## config.mk

```make
export PLATFORM = sky130hd
export DESIGN_NAME = nmt_slave
export DESIGN_NICKNAME = d
export VERILOG_FILES = /design/src/hdl/nmt_pkg.sv /design/src/hdl/nmt_slave.sv /design/src/hdl/nmt_tick.sv
export SDC_FILE = /design/constraint.sdc
export NUM_CORES = 1
export LEC_CHECK = 0
export BUFFER_PORTS_ARGS = -buffer_cell sky130_fd_sc_hd__buf_2
export CORE_UTILIZATION = 55
export DETAILED_ROUTE_END_ITERATION = 6
export GPL_TIMING_DRIVEN = 0
export PLACE_DENSITY = 0.78
export SYNTH_ARGS = -nofsm -noshare
export SYNTH_HDL_FRONTEND = slang
export SYNTH_SLANG_ARGS = --single-unit
```

## constraint.sdc

```tcl
create_clock -name aclk -period 13.45 [get_ports aclk]
set_clock_uncertainty 0.05 [all_clocks]
set_input_delay 2.69 -clock aclk [delete_from_list [all_inputs] [get_ports aclk]]
set_output_delay 2.69 -clock aclk [all_outputs]
set_load 0.01 [all_outputs]
```

## src/hdl/nmt_pkg.sv

```systemverilog
// Purpose: Shared constants and types for the network management slave
// Assumes: Frames arrive already decoded from the CAN controller
// Notes:   Identifiers are 11-bit standard identifiers
package nmt_pkg;
  localparam logic [10:0] ID_NMT        = 11'h000;
  localparam logic [10:0] ID_LSS_RX     = 11'h7e5;
  localparam logic [10:0] ID_LSS_TX     = 11'h7e4;
  localparam logic [10:0] ID_ERRCTL     = 11'h700;
  localparam logic [7:0]  CMD_START     = 8'h01;
  localparam logic [7:0]  CMD_STOP      = 8'h02;
  localparam logic [7:0]  CMD_PREOP     = 8'h80;
  localparam logic [7:0]  CMD_RST_NODE  = 8'h81;
  localparam logic [7:0]  CMD_RST_COMM  = 8'h82;
  localparam logic [7:0]  LSS_IDENT     = 8'h4c;
  localparam logic [7:0]  LSS_IDENT_ACK = 8'h50;
  localparam logic [7:0]  LSS_Q_NODE    = 8'h5e;
  localparam logic [7:0]  LSS_Q_SERIAL  = 8'h5d;
  localparam logic [7:0]  LSS_Q_REV     = 8'h5c;
  localparam logic [7:0]  LSS_Q_PROD    = 8'h5b;
  localparam logic [7:0]  LSS_Q_VENDOR  = 8'h5a;
  localparam logic [6:0]  CODE_BOOT     = 7'h00;
  localparam logic [6:0]  CODE_STOPPED  = 7'h04;
  localparam logic [6:0]  CODE_OPER     = 7'h05;
  localparam logic [6:0]  CODE_PREOP    = 7'h7f;
  // Guard time counts in milliseconds
  localparam int          MS_NS         = 1000000;
  localparam int          CLK_NS        = 20;
  localparam int          MS_CYCLES     = MS_NS / CLK_NS;
  localparam int          INIT_CYCLES   = 4;
  // AXI register byte addresses
  localparam logic [7:0]  A_CTRL        = 8'h00;
  localparam logic [7:0]  A_GUARD       = 8'h04;
  localparam logic [7:0]  A_HBEAT       = 8'h08;
  localparam logic [7:0]  A_STATUS      = 8'h0c;
  localparam logic [7:0]  A_SERIAL      = 8'h10;
  localparam logic [7:0]  A_REV         = 8'h14;
  localparam logic [7:0]  A_PROD        = 8'h18;
  localparam logic [7:0]  A_VENDOR      = 8'h1c;
  localparam logic [6:0]  RST_NODE_ID   = 7'h01;

  typedef enum logic [2:0] {
    ST_INIT    = 3'b000,
    ST_BOOT    = 3'b001,
    ST_PREOP   = 3'b010,
    ST_OPER    = 3'b011,
    ST_STOPPED = 3'b100
  } nmt_state_t;

  typedef struct packed {
    logic [10:0] id;
    logic        rtr;
    logic [63:0] data;
  } can_frame_t;
endpackage : nmt_pkg

```

## src/hdl/nmt_slave.sv

```systemverilog
// Purpose: CANopen network management slave with LSS inquiry
// Assumes: CAN controller hands over whole frames, accepts one at a time
// Notes:   Registers on AXI4-Lite, 32-bit words
//
// Design decisions made here: the address map and the AXI4-Lite interface to the registers.
`timescale 1ns/10ps
`default_nettype none
module nmt_slave #(
  parameter int MS_PERIOD = nmt_pkg::MS_CYCLES
) (
  input  wire logic                aclk,
  input  wire logic                aresetn,
  input  wire logic                rx_valid,
  input  wire nmt_pkg::can_frame_t rx_frame,
  output logic                     tx_valid,
  output nmt_pkg::can_frame_t      tx_frame,
  input  wire logic                tx_ready,
  output logic                     pdo_enable,
  output logic                     emcy_enable,
  output logic                     sdo_enable,
  output logic                     params_default,
  input  wire logic [31:0]         s_axi_awaddr,
  input  wire logic                s_axi_awvalid,
  output logic                     s_axi_awready,
  input  wire logic [31:0]         s_axi_wdata,
  input  wire logic [3:0]          s_axi_wstrb,
  input  wire logic                s_axi_wvalid,
  output logic                     s_axi_wready,
  output logic [1:0]               s_axi_bresp,
  output logic                     s_axi_bvalid,
  input  wire logic                s_axi_bready,
  input  wire logic [31:0]         s_axi_araddr,
  input  wire logic                s_axi_arvalid,
  output logic                     s_axi_arready,
  output logic [31:0]              s_axi_rdata,
  output logic [1:0]               s_axi_rresp,
  output logic                     s_axi_rvalid,
  input  wire logic                s_axi_rready
);
  typedef struct packed {
    nmt_pkg::nmt_state_t state;
    logic [3:0]          init_cnt;
    logic                toggle;
    logic                guard_seen;
    logic [31:0]         life_ms;
    logic [15:0]         hb_ms;
    logic                tx_valid;
    nmt_pkg::can_frame_t tx_frame;
    logic                pdo_enable;
    logic                emcy_enable;
    logic                sdo_enable;
    logic                params_default;
    logic [6:0]          node_id;
    logic [15:0]         guard_time;
    logic [7:0]          life_factor;
    logic [15:0]         hb_time;
    logic [31:0]         serial;
    logic [31:0]         revision;
    logic [31:0]         product;
    logic [31:0]         vendor;
    logic                aw_held;
    logic                w_held;
    logic [7:0]          aw_addr;
    logic [31:0]         w_data;
    logic [3:0]          w_strb;
    logic                awready;
    logic                wready;
    logic                bvalid;
    logic [1:0]          bresp;
    logic                arready;
    logic                rvalid;
    logic [31:0]         rdata;
    logic [1:0]          rresp;
  } state_t;

  state_t st;
  state_t next_st;
  logic   ms_tick;

  nmt_tick #(.PERIOD(MS_PERIOD)) u_ms (
    .aclk    (aclk),
    .aresetn (aresetn),
    .tick    (ms_tick)
  );

  function automatic logic [6:0] code_of(input nmt_pkg::nmt_state_t s);
    case (s)
      nmt_pkg::ST_PREOP:   code_of = nmt_pkg::CODE_PREOP;
      nmt_pkg::ST_OPER:    code_of = nmt_pkg::CODE_OPER;
      nmt_pkg::ST_STOPPED: code_of = nmt_pkg::CODE_STOPPED;
      default:             code_of = nmt_pkg::CODE_BOOT;
    endcase
  endfunction

  function automatic logic [63:0] lss_reply(input logic [7:0] cs, input logic [31:0] v);
    lss_reply = {24'h0, v[31:24], v[23:16], v[15:8], v[7:0], cs};
  endfunction

  logic [7:0]  cmd;
  logic [7:0]  target;
  logic        running;
  logic        addressed;
  logic        guard_mode;
  logic [10:0] own_err_id;
  logic [31:0] rd_word;
  logic        rd_ok;
  logic [31:0] wmask;

  always_comb begin
    next_st    = st;
    cmd        = rx_frame.data[7:0];
    target     = rx_frame.data[15:8];
    running    = (st.state != nmt_pkg::ST_INIT) && (st.state != nmt_pkg::ST_BOOT);
    addressed  = rx_valid && !rx_frame.rtr && (rx_frame.id == nmt_pkg::ID_NMT) && running &&
                 (target == 8'({1'b0, st.node_id}) || target == 8'h00);
    guard_mode = (st.hb_time == 16'h0);
    own_err_id = nmt_pkg::ID_ERRCTL + {4'h0, st.node_id};
    next_st.params_default = 1'b0;

    if (st.tx_valid && tx_ready) begin
      next_st.tx_valid = 1'b0;
    end

    case (st.state)
      nmt_pkg::ST_INIT: begin
        next_st.toggle     = 1'b0;
        next_st.guard_seen = 1'b0;
        if (st.init_cnt == 4'(nmt_pkg::INIT_CYCLES - 1)) begin
          next_st.state = nmt_pkg::ST_BOOT;
        end else begin
          next_st.init_cnt = st.init_cnt + 4'h1;
        end
      end
      nmt_pkg::ST_BOOT: begin
        if (!st.tx_valid) begin
          next_st.tx_valid = 1'b1;
          next_st.tx_frame = '{id: own_err_id, rtr: 1'b0, data: 64'h0};
          next_st.state    = nmt_pkg::ST_PREOP;
        end
      end
      nmt_pkg::ST_PREOP, nmt_pkg::ST_OPER, nmt_pkg::ST_STOPPED: begin
        if (addressed) begin
          case (cmd)
            nmt_pkg::CMD_START: next_st.state = nmt_pkg::ST_OPER;
            nmt_pkg::CMD_STOP:  next_st.state = nmt_pkg::ST_STOPPED;
            nmt_pkg::CMD_PREOP: next_st.state = nmt_pkg::ST_PREOP;
            nmt_pkg::CMD_RST_NODE: begin
              next_st.params_default = 1'b1;
              next_st.guard_time     = 16'h0;
              next_st.life_factor    = 8'h0;
              next_st.hb_time        = 16'h0;
              next_st.state          = nmt_pkg::ST_INIT;
              next_st.init_cnt       = 4'h0;
            end
            nmt_pkg::CMD_RST_COMM: begin
              next_st.state    = nmt_pkg::ST_INIT;
              next_st.init_cnt = 4'h0;
            end
            default: ;
          endcase
        end else if (rx_valid && rx_frame.rtr && rx_frame.id == own_err_id && guard_mode &&
                     !st.tx_valid) begin
          // Guarding poll, answered also when stopped
          next_st.tx_valid   = 1'b1;
          next_st.tx_frame   = '{id: own_err_id, rtr: 1'b0,
                                 data: {56'h0, st.toggle, code_of(st.state)}};
          next_st.toggle     = ~st.toggle;
          next_st.guard_seen = 1'b1;
          next_st.life_ms    = 32'h0;
        end else if (rx_valid && !rx_frame.rtr && rx_frame.id == nmt_pkg::ID_LSS_RX &&
                     !st.tx_valid) begin
          next_st.tx_frame.id  = nmt_pkg::ID_LSS_TX;
          next_st.tx_frame.rtr = 1'b0;
          next_st.tx_valid     = 1'b1;
          case (cmd)
            nmt_pkg::LSS_IDENT:    next_st.tx_frame.data = {56'h0, nmt_pkg::LSS_IDENT_ACK};
            nmt_pkg::LSS_Q_NODE:   next_st.tx_frame.data = lss_reply(cmd, {25'h0, st.node_id});
            nmt_pkg::LSS_Q_SERIAL: next_st.tx_frame.data = lss_reply(cmd, st.serial);
            nmt_pkg::LSS_Q_REV:    next_st.tx_frame.data = lss_reply(cmd, st.revision);
            nmt_pkg::LSS_Q_PROD:   next_st.tx_frame.data = lss_reply(cmd, st.product);
            nmt_pkg::LSS_Q_VENDOR: next_st.tx_frame.data = lss_reply(cmd, st.vendor);
            default:               next_st.tx_valid = 1'b0;
          endcase
        end
        // Life-time supervision, armed by the first poll
        if (guard_mode && st.guard_seen && st.life_factor != 8'h0 && st.guard_time != 16'h0 &&
            next_st.life_ms != 32'h0 || (ms_tick && guard_mode && st.guard_seen)) begin
          if (ms_tick && next_st.life_ms == st.life_ms) begin
            next_st.life_ms = st.life_ms + 32'h1;
          end
          if (st.life_ms >= 32'(st.guard_time) * 32'(st.life_factor) && st.life_factor != 8'h0 &&
              st.guard_time != 16'h0 && !addressed) begin
            next_st.state      = nmt_pkg::ST_PREOP;
            next_st.guard_seen = 1'b0;
            next_st.life_ms    = 32'h0;
          end
        end
        // Heartbeat producer
        if (!guard_mode && ms_tick && !addressed) begin
          if (st.hb_ms + 16'h1 >= st.hb_time) begin
            next_st.hb_ms = 16'h0;
            if (!next_st.tx_valid) begin
              next_st.tx_valid = 1'b1;
              next_st.tx_frame = '{id: own_err_id, rtr: 1'b0,
                                   data: {57'h0, code_of(st.state)}};
            end
          end else begin
            next_st.hb_ms = st.hb_ms + 16'h1;
          end
        end
      end
      default: next_st.state = nmt_pkg::ST_INIT;
    endcase

    next_st.pdo_enable  = (next_st.state == nmt_pkg::ST_OPER);
    next_st.emcy_enable = (next_st.state == nmt_pkg::ST_OPER);
    next_st.sdo_enable  = (next_st.state == nmt_pkg::ST_PREOP) ||
                          (next_st.state == nmt_pkg::ST_OPER);

    // AXI4-Lite write path
    if (s_axi_awvalid && st.awready) begin
      next_st.aw_held = 1'b1;
      next_st.aw_addr = s_axi_awaddr[7:0];
      next_st.awready = 1'b0;
    end
    if (s_axi_wvalid && st.wready) begin
      next_st.w_held = 1'b1;
      next_st.w_data = s_axi_wdata;
      next_st.w_strb = s_axi_wstrb;
      next_st.wready = 1'b0;
    end
    wmask = {{8{st.w_strb[3]}}, {8{st.w_strb[2]}}, {8{st.w_strb[1]}}, {8{st.w_strb[0]}}};
    if (st.aw_held && st.w_held && !st.bvalid) begin
      next_st.bvalid = 1'b1;
      next_st.bresp  = 2'b00;
      case (st.aw_addr)
        nmt_pkg::A_CTRL:   next_st.node_id = (st.w_data[6:0] & wmask[6:0]) | (st.node_id & ~wmask[6:0]);
        nmt_pkg::A_GUARD: begin
          next_st.guard_time  = (st.w_data[15:0] & wmask[15:0]) | (st.guard_time & ~wmask[15:0]);
          next_st.life_factor = (st.w_data[23:16] & wmask[23:16]) | (st.life_factor & ~wmask[23:16]);
        end
        nmt_pkg::A_HBEAT:  next_st.hb_time  = (st.w_data[15:0] & wmask[15:0]) | (st.hb_time & ~wmask[15:0]);
        nmt_pkg::A_SERIAL: next_st.serial   = (st.w_data & wmask) | (st.serial & ~wmask);
        nmt_pkg::A_REV:    next_st.revision = (st.w_data & wmask) | (st.revision & ~wmask);
        nmt_pkg::A_PROD:   next_st.product  = (st.w_data & wmask) | (st.product & ~wmask);
        nmt_pkg::A_VENDOR: next_st.vendor   = (st.w_data & wmask) | (st.vendor & ~wmask);
        default:           next_st.bresp    = 2'b10;
      endcase
    end
    if (st.bvalid && s_axi_bready) begin
      next_st.bvalid  = 1'b0;
      next_st.aw_held = 1'b0;
      next_st.w_held  = 1'b0;
      next_st.awready = 1'b1;
      next_st.wready  = 1'b1;
    end

    // AXI4-Lite read path
    rd_ok = 1'b1;
    case (s_axi_araddr[7:0])
      nmt_pkg::A_CTRL:   rd_word = {25'h0, st.node_id};
      nmt_pkg::A_GUARD:  rd_word = {8'h0, st.life_factor, st.guard_time};
      nmt_pkg::A_HBEAT:  rd_word = {16'h0, st.hb_time};
      nmt_pkg::A_STATUS: rd_word = {23'h0, st.toggle, 1'b0, code_of(st.state)};
      nmt_pkg::A_SERIAL: rd_word = st.serial;
      nmt_pkg::A_REV:    rd_word = st.revision;
      nmt_pkg::A_PROD:   rd_word = st.product;
      nmt_pkg::A_VENDOR: rd_word = st.vendor;
      default: begin
        rd_word = 32'h0;
        rd_ok   = 1'b0;
      end
    endcase
    if (s_axi_arvalid && st.arready) begin
      next_st.arready = 1'b0;
      next_st.rvalid  = 1'b1;
      next_st.rdata   = rd_word;
      next_st.rresp   = rd_ok ? 2'b00 : 2'b10;
    end
    if (st.rvalid && s_axi_rready) begin
      next_st.rvalid  = 1'b0;
      next_st.arready = 1'b1;
    end
  end

  always_ff @(posedge aclk) begin
    if (!aresetn) begin
      st          <= '0;
      st.state    <= nmt_pkg::ST_INIT;
      st.node_id  <= nmt_pkg::RST_NODE_ID;
      st.awready  <= 1'b1;
      st.wready   <= 1'b1;
      st.arready  <= 1'b1;
    end else begin
      st <= next_st;
    end
  end

  assign tx_valid       = st.tx_valid;
  assign tx_frame       = st.tx_frame;
  assign pdo_enable     = st.pdo_enable;
  assign emcy_enable    = st.emcy_enable;
  assign sdo_enable     = st.sdo_enable;
  assign params_default = st.params_default;
  assign s_axi_awready  = st.awready;
  assign s_axi_wready   = st.wready;
  assign s_axi_bvalid   = st.bvalid;
  assign s_axi_bresp    = st.bresp;
  assign s_axi_arready  = st.arready;
  assign s_axi_rvalid   = st.rvalid;
  assign s_axi_rdata    = st.rdata;
  assign s_axi_rresp    = st.rresp;

  chk_start_oper: assert property (@(posedge aclk) disable iff (!aresetn)
    addressed && cmd == nmt_pkg::CMD_START |=> st.state == nmt_pkg::ST_OPER && pdo_enable && emcy_enable)
    else $error("start command did not enter operational");
  chk_stop_state: assert property (@(posedge aclk) disable iff (!aresetn)
    addressed && cmd == nmt_pkg::CMD_STOP |=> st.state == nmt_pkg::ST_STOPPED)
    else $error("stop command did not enter stopped");
  chk_preop_state: assert property (@(posedge aclk) disable iff (!aresetn)
    addressed && cmd == nmt_pkg::CMD_PREOP |=> st.state == nmt_pkg::ST_PREOP)
    else $error("pre-operational command ignored");
  chk_reset_init: assert property (@(posedge aclk) disable iff (!aresetn)
    addressed && cmd == nmt_pkg::CMD_RST_COMM |=> st.state == nmt_pkg::ST_INIT ##[1:8] tx_valid)
    else $error("communication reset did not reboot");
  chk_node_default: assert property (@(posedge aclk) disable iff (!aresetn)
    addressed && cmd == nmt_pkg::CMD_RST_NODE |=> params_default && st.hb_time == 16'h0)
    else $error("node reset did not restore defaults");
  chk_pdo_gate: assert property (@(posedge aclk) disable iff (!aresetn)
    st.state != nmt_pkg::ST_OPER |-> !pdo_enable && !emcy_enable)
    else $error("process data enabled outside operational");
  chk_boot_frame: assert property (@(posedge aclk) disable iff (!aresetn)
    st.state == nmt_pkg::ST_BOOT && !st.tx_valid |=> tx_valid && tx_frame.data == 64'h0 &&
    tx_frame.id == nmt_pkg::ID_ERRCTL + {4'h0, st.node_id})
    else $error("boot-up frame malformed");
  chk_guard_toggle: assert property (@(posedge aclk) disable iff (!aresetn)
    st.state != nmt_pkg::ST_INIT && $changed(st.toggle) |-> tx_valid && tx_frame.data[7] == $past(st.toggle))
    else $error("toggle bit wrong in guarding reply");
  chk_ident_reply: assert property (@(posedge aclk) disable iff (!aresetn)
    rx_valid && rx_frame.id == nmt_pkg::ID_LSS_RX && !rx_frame.rtr && cmd == nmt_pkg::LSS_IDENT &&
    running && !addressed && !tx_valid |=> tx_frame.id == nmt_pkg::ID_LSS_TX && tx_frame.data == 64'h50)
    else $error("identify reply malformed");
  cov_oper: cover property (@(posedge aclk) st.state == nmt_pkg::ST_OPER);
  cov_stopped: cover property (@(posedge aclk) st.state == nmt_pkg::ST_STOPPED);
  cov_timeout: cover property (@(posedge aclk) $fell(st.guard_seen) && st.state == nmt_pkg::ST_PREOP);
endmodule // nmt_slave
`default_nettype wire

```

## src/hdl/nmt_tick.sv

```systemverilog
// Purpose: One-cycle enable pulse divider
// Assumes: Single clock domain
// Notes:   Period set by parameter
`timescale 1ns/10ps
`default_nettype none
module nmt_tick #(
  parameter int PERIOD = 50000
) (
  input  wire logic aclk,
  input  wire logic aresetn,
  output logic      tick
);
  logic [31:0] count;
  always_ff @(posedge aclk) begin
    if (!aresetn) begin
      count <= 32'h0;
      tick  <= 1'b0;
    end else if (count == 32'(PERIOD - 1)) begin
      count <= 32'h0;
      tick  <= 1'b1;
    end else begin
      count <= count + 32'h1;
      tick  <= 1'b0;
    end
  end
endmodule // nmt_tick
`default_nettype wire

```

After elaboration in Yosys (flattened, before gate mapping)

Cells that the tools add are included.

Register bits after elaboration: 432
Word-level logic and storage cells: 228

$add $sub $neg: 5
$mul: 1
Order comparisons: 2
Equal/unequal tests: 43
Muxes and demuxes: 46
Bitwise operators: 26
Reductions and logical operators: 69

Operators by type and width:

| cell                                                                     | number |
|---|---|
| 77-bit 2-to-1 mux                                                        | 7 |
| 64-bit one-hot mux with 6 select lines                                   | 1 |
| 32-bit one-hot mux with 8 select lines                                   | 1 |
| 168-bit 2-to-1 mux                                                       | 1 |
| 32-bit AND                                                               | 5 |
| 32-bit 2-to-1 mux                                                        | 5 |
| 77-bit one-hot mux with 2 select lines                                   | 1 |
| 32-bit bitwise OR                                                        | 4 |
| 40-bit 2-to-1 mux                                                        | 3 |
| 34-bit 2-to-1 mux                                                        | 3 |
| 76-bit 2-to-1 mux                                                        | 1 |
| 33-bit 2-to-1 mux                                                        | 2 |
| 32-bit by 1-bit adder with 32-bit output (second input constant)         | 2 |
| 8-bit by 5-bit equality test with 1-bit output (second input constant)   | 8 |
| 16-bit AND                                                               | 3 |
| 8-bit by 7-bit equality test with 1-bit output (second input constant)   | 6 |
| 32-bit by 16-bit equality test with 1-bit output (second input constant) | 1 |
| 32-bit equality test                                                     | 1 |
| 32-bit by 24-bit >= comparator with 1-bit output                         | 1 |
| 16-bit 2-to-1 mux                                                        | 2 |
| 32-bit NOT                                                               | 1 |
| 16-bit bitwise OR                                                        | 2 |
| 32-bit nonzero test                                                      | 1 |
| 1-bit logical AND                                                        | 31 |
| 55 further kinds                                                         | 99 |

Depth between registers and ports, before layout

Gate-level depths: netlist of the first run.

Depth in word-level cells: 15
Mapped depth: 31
Gate-level depth less buffers: 29

Hierarchy

A second synthesis of the first run with hierarchy kept.

Cell total of the unflattened synthesis: 3,096
Area, all modules: 25,623.3 um2

Modules (own cells, without submodules):

| module    | instances | cells an instance | area an instance (um2) | seq. area each (um2) |
|---|---|---|---|---|
| nmt_slave | 1         | 2,911             | 24,038.1               | 7,947.6 |
| nmt_tick  | 1         | 185               | 1,585.3                | 660.6 |

Least setup slack after synthesis of the first run

Ideal clock, no wire load.

Kind: flip-flop to flip-flop
From: register (tool-made name)
To: register st[388] in the netlist's numbering
Setup time: 0.087 ns
Data arrival time: 6.820 ns
Slack: 6.493 ns
Stages on the path, launching flop included: 31
Buffers on the path: 2
Period minus slack after synthesis: 6.957 ns
Path through: dfxtp_1 clkbuf_1 nand2_1 fa_1 fa_1 inv_1 fa_1 inv_1 fa_1 inv_1 ha_1 nand3_1 o211ai_1 o21ai_0 o21ai_0 o41ai_1 nor2_1 o21ai_0 a21oi_1 xnor2_1 ha_1 a21o_1 a21o_1 a211o_1 nand2b_1 a211oi_2 nor3b_1 clkbuf_1 nor2_1 nand2_1 o31ai_1

RTL lines:

| what                 | RTL line         | RTL |
|---|---|---|
| end signal, assigned | nmt_slave.sv:295 | `st <= next_st;` |
| end, declared        | nmt_slave.sv:76  | `state_t st;` |

==> results of run 1 <==
[final cells by class]
type,instances,area share (%)
Buffer,302,5.73
Clock buffer,66,4.88
Clock inverter,17,0.772
Inverter,136,1.83
Multi-Input combinational cell,2215,49.6
Sequential cell,430,30.9
Tap cell,585,2.63
Timing Repair Buffer,206,3.70
[synth_stat cells (all sizes together), types with 6 or more instances]
cell type / n / share of area, %
a21o: 16 / 0.49
xor2: 44 / 1.6
inv: 136 / 2.1
or3: 21 / 0.54
nor2: 210 / 3.2
a211oi: 12 / 0.41
o21a: 9 / 0.28
a21oi: 345 / 7.0
mux2i: 22 / 0.90
nor4: 36 / 0.94
nor3b: 6 / 0.18
nand4: 28 / 0.71
o31ai: 11 / 0.34
nand2: 575 / 8.8
or4: 14 / 0.44
or2: 7 / 0.19
o22ai: 11 / 0.28
a221oi: 9 / 0.32
clkbuf: 167 / 2.6
a22o: 7 / 0.25
ha: 88 / 4.5
nand3: 99 / 2.0
a222oi: 34 / 1.4
nand2b: 19 / 0.48
a22oi: 92 / 2.8
buf: 135 / 4.0
nand3b: 10 / 0.31
a31oi: 20 / 0.51
xnor2: 34 / 1.2
dfxtp: 430 / 35
nor3: 33 / 0.74
and3: 39 / 1.0
fa: 84 / 6.9
and4: 10 / 0.37
o21ai: 72 / 1.5
and2: 131 / 3.3
[routing by layer]
layer	vias up	track usage, %
li1	11000	-
met1	11500	47.7
met2	1280	56.8
met3	226	5.71
met4	0	18.4
met5	-	0
[worst register-to-register path, delay by kind of cell, from the launching register on]
| kind | cells | cell delay (ps) |
|---|---|---|
| buffers and inverters | 5 | 890 |
| DFF | 1 | 610 |
| xor gates and xnor gates | 1 | 490 |
| and+or+nand+nor | 7 | 1640 |
| adders and majority gates | 6 | 2660 |
| AOI/OAI and AO/OA | 11 | 2850 |
[stage by stage]
stage | std cells | hold WS, ps | util, % | instance area [sq um] | total power [uW]
detailed placement | 3874 | 397 | 60.3 | 26300 | 1460
global placement | 3874 | 389 | 60.3 | 26300 | 1460
CTS | 3957 | 406 | 63.9 | 27900 | 2760
global route | 3957 | 426 | 64.0 | 27900 | 2830
finish | 3957 | 403 | 64.0 | 27900 | 2760
floorplan | 3083 | 376 | - | 24500 | 1400
[power by group through the flow]
stage / logic, uW / clock network, uW / registers (uW)
finish: 132 / 1320 / 1310
global route: 142 / 1380 / 1310
global placement: 125 / 0 / 1330
detailed placement: 128 / 0 / 1330
CTS: 129 / 1320 / 1300
floorplan: 72.9 / 0 / 1330
[worst paths after layout]
check / from / endpoint / depth (start not counted)
worst max register to register: flop / st[372] / 30
worst min-delay path: st[78] / st[78] / 2
worst min register to register: st[78] / st[78] / 2
worst max-delay path: flop / st[372] / 30
[cell families (layout without fill, tap and decap cells)]
kind of cell | count (synthesis) | in the layout | share of synthesized area (%)
fa+ha+maj | 172 | 172 | 11.4
mux | 26 | 26 | 1.08
simple gates | 1252 | 1252 | 23.7
other cells | 1 | 2 | 0.0153
compound gates | 685 | 685 | 17.3
xor+xnor | 78 | 78 | 2.79
buf+inv | 438 | 727 | 8.60
flops | 430 | 430 | 35.1
==> metrics, run 1 <==
result of the run finished with violations; failing checks design-rule violations; clock slew seen by the registers of the worst setup and hold paths 60 ps; FP Rows 76; peak ir drop on the vdd network 0.000115 V; area grow syn2layout 13.7%; number of global-route vias before repair 23000; measured slew at the worst slew-check pin 1450 ps; Core ar. roughly 0.044 sq mm; net switching power of the design 664 uW; post-layout worst setup margin 4140 ps; max capacitance violation total 0; syn avg cell area between 7 and 8 sq um; clk root buf sky130_fd_sc_hd__clkbuf_16; Critical Path Source Type flop; sequential element share of the synthesized area 35.1%; Yosys cell types 78; instance count of the mapped netlist about 3000; drt initial violations 2870; endpoints failing setup 0; clock network fraction of total power ~48%; wire length of the first global-routing pass between 100 and 150 mm; met1 wire length 33.5 mm; GRT Residual Overflow 0; count of pins on the block boundary 307; number of antenna violations at the first check in global routing 0; PD cells 99.0 mW/mm^2; post-detailed-route via-to-cell ratio 6.05; area occupied by multi-input gates 0.0138 sq mm; vias after detailed routing 24000; DR WL/cell between 20 and 25 um; critical path's largest stage delay 700 ps; CP required 13880 ps; clock net sink count 430; maximum number of pins on one net before global-route repair 15; Synth warnings 0; maximum root-to-sink buffer count 3; switching power share of the total 24.1%; minimum period implied by the final worst setup slack 9310 ps; Buf+Inv Stages, Crit Path 5; summed negative setup slack over all endpoints 0 ps; DRT antenna net count 0; highest-delay cell along the critical path sky130_fd_sc_hd__nor2_1; number of iterations in the first detailed-routing pass 7; Worst path top cell family by delay compound AO/OA/AOI/OAI gates; nets@finish 3696; wire length on met2 36.8 mm; placed wire-length estimate 61.9 mm; Routed WL 82.3 mm; H-tree levels 2; gr usage total 36.0%; placer's final routability congestion estimate 0.999; final hold viol count 0; normalized max-slew margin 2.54%; register bit total from synthesis 430; sequential share of power 47.3%; category of the worst setup path capture point flop; die area 0.0454 sq mm; number of cells upsized or downsized after cts 0; Residual DRC 5; register cell area after layout 0.00861 sq mm; pre-CTS worst setup slack around 4400 ps; width of the chip between 200 and 250 um; met3 layer wire length in the routed design 8.02 mm; number of filler instances in the final layout 3823; highest achievable clock rate 0.107 GHz; internal power contribution roughly 2100 uW; Clk Latency, worst-skew pair around 620 ps; worst min path class reg2reg; Post-synth top flop sky130_fd_sc_hd__dfxtp_1; async set or reset register ratio after synthesis 0%; most common library cell in the layout ignoring fill and taps sky130_fd_sc_hd__nand2_1; cell type with the highest occurrence count on the critical path sky130_fd_sc_hd__fa_1; CP Data Arrival Time 9750 ps; Die H 213 um; count of hold-fix buffers inserted at cts 0; setup repair bufs after CTS 0; diodes inserted 0; initial core utilization a little under three fifths; count of flip-flops with a built-in enable after synthesis 0; leakage power of the design around 0.011 uW; highest-count cells in the layout ignoring fill and taps sky130_fd_sc_hd__nand2_1 (575), sky130_fd_sc_hd__dfxtp_1 (430), sky130_fd_sc_hd__a21oi_1 (345); max-slew violation count 0; top routing layer in use met4; Final Cycle Share 69.3%; count of input and output buffers 206; mapped cell area between 0.02 and 0.025 sq mm; unrepaired setup endpoints after global routing false; largest fanout on the critical path 10; Gate power share 4.8%; register-to-register path setup slack approximately 4100 ps; clock tree from TritonCTS yes; fraction of final layout cells with drive strength greater than 1 between 10% and 20%; cts bufs inserted 48; type of the worst setup path reg2reg
Note: power is estimated with default switching activity, not from simulation.
==> inputs of run 2 (changes only) <==
==> constraint.sdc (replaced) <==
create_clock -name aclk -period 9.05 [get_ports aclk]
set_clock_uncertainty 0.05 [all_clocks]
set_input_delay 1.81 -clock aclk [delete_from_list [all_inputs] [get_ports aclk]]
set_output_delay 1.81 -clock aclk [all_outputs]
set_load 0.01 [all_outputs]
==> run 2 against run 1 <==
Net effect: the run ends with design-rule violations, max-capacitance violations left; die area is the same; clock-buffer cell count is the same; final cell count is the same; setup slack lost 3700 ps; core utilization grew 0.086 points; highest routed layer unchanged.
==> metrics, run 2 (synthesized netlist as in run 1, its figures left out) <==
CP required 9480 ps; die area 0.0454 sq mm; Residual DRC 12; FF-to-FF path depth 29; leakage power of the design 0.0114 uW; PD cells 147 mW/mm^2; highest-delay cell along the critical path sky130_fd_sc_hd__dfxtp_1; critical path's largest stage delay 680 ps; beginning of the worst hold path st[78]; post-layout worst setup margin 455 ps; count of hold-fix buffers inserted at cts 0; wire length of the first global-routing pass between 100 and 150 mm; FP Rows 76; DP Area 0.0263 sq mm; diodes inserted 0; register-to-register path setup slack approximately 460 ps; result of the run finished with violations; endpoints failing setup 0; vias after detailed routing about 24000; r2r endpoint st[372]; category of the worst setup path capture point flop; non-filler cells, final between 3000 and 4000; cell type with the highest occurrence count on the critical path sky130_fd_sc_hd__fa_1; area grow syn2layout 13.8%; drt initial violations 2833; Cells on Worst Hold Path 2; DRT antenna net count 0; Final Instance Area 0.0279 sq mm; highest achievable clock rate 0.116 GHz; placer's final routability congestion estimate 0.999; Final Cycle Share a little over nine tenths; count of input and output buffers a little over 200; clock net sink count 430; final hold viol count 0; Critical Path Source Type flop; clock slew seen by the registers of the worst setup and hold paths 60 ps; pre-CTS worst setup slack 49.5 ps; number of iterations in the first detailed-routing pass 7; H-tree levels 2; nets@finish 3696; gr usage total about 36%; GRT Residual Overflow 0; most common library cell in the layout ignoring fill and taps sky130_fd_sc_hd__nand2_1; number of filler instances in the final layout 3821; highest-count cells in the layout ignoring fill and taps sky130_fd_sc_hd__nand2_1 (575), sky130_fd_sc_hd__dfxtp_1 (430), sky130_fd_sc_hd__a21oi_1 (344); worst hold-check slack 403 ps; max capacitance violation total 1; measured slew at the worst slew-check pin roughly 1500 ps; DR WL/cell a little over 20 um; fraction of final layout cells with drive strength greater than 1 13.0%; Core ar. 0.0436 sq mm; failing checks design-rule violations, max-capacitance violations; worst min path class reg2reg; placed wire-length estimate 61.9 mm; maximum root-to-sink buffer count 3; unrepaired setup endpoints after global routing false; max-slew violation count 0; clk root buf sky130_fd_sc_hd__clkbuf_16; number of global-route vias before repair 23000; normalized max-slew margin 0.388%; summed negative setup slack over all endpoints 0 ps; CP Data Arrival Time about 9000 ps; largest fanout on the critical path 10; clock tree from TritonCTS yes; number of antenna violations at the first check in global routing 0; count of pins on the block boundary 307; width of the chip 213 um; Routed WL 82.3 mm; type of the worst setup path reg2reg; maximum number of pins on one net before global-route repair 15; endpoint with the worst hold slack st[78]; initial core utilization 56.3%; cts bufs inserted 48; Clk Latency, worst-skew pair roughly 620 ps; count of placed standard cells including taps 3874; peak ir drop on the vdd network 0.000171 V; post-detailed-route via-to-cell ratio 6.09; minimum period implied by the final worst setup slack between 8000 and 9000 ps; Die H between 200 and 250 um
==> run 2: layer usage <==
metal / vias to the layer above / GRT usage [%] / part of all wire, %
met5: - / 0 / 0
met4: 0 / 18.4 / 5.2
met3: 255 / 5.71 / 9.9
met2: 1285 / 56.8 / 44
met1: 11600 / 47.7 / 40
li1: 11000 / - / -
==> run 2: area by class of cell <==
type                            instances  area [sq um]  area share [%]
Multi-Input combinational cell       2215         13800            49.6
Sequential cell                       430          8610            30.9
Buffer                                302          1600            5.74
Clock buffer                           66          1360            4.87
Timing Repair Buffer                  206          1030            3.70
Tap cell                              585           732            2.62
Inverter                              136           510            1.83
Clock inverter                         17           215           0.771
==> run 2: per-stage QoR <==
step                      utilization, %  power, uW
after floorplan                        -       2080
after global placement              60.3       2170
after global routing                64.1       4200
after detailed placement            60.3       2170
after CTS                           63.9       4100
final                               64.1       4100
==> run 2: worst max-delay path by stage <==
stage                     endpoint  slack (ps)  depth (start not counted)
after floorplan            st[388]        2090                         30
after global placement     st[372]         330                         29
after detailed placement   st[372]          50                         29
after CTS                  st[372]         0.6                         29
after global routing       st[372]         140                         30
final                      st[372]         460                         29
==> run 2: power breakdown <==
group | total, uW | internal (uW) | switching, uW
logic | 196 | 59.5 | 137
clock network | 1970 | 1140 | 826
registers | 1940 | 1910 | 26.7
==> run 2: timing repair <==
action,4_1_cts,5_1_grt
setup endpoints to repair,0,28
buffers inserted,0,0
gates resized for setup,0,13
==> run 2: worst max-delay path, delay by kind of cell, from the launching register on <==
kind / cells / cell delay [ps]
simple gates: 7 / 1260
buf+inv: 4 / 830
compound gates: 11 / 2810
fa+ha+maj: 6 / 2500
flops: 1 / 680
xor+xnor: 1 / 330
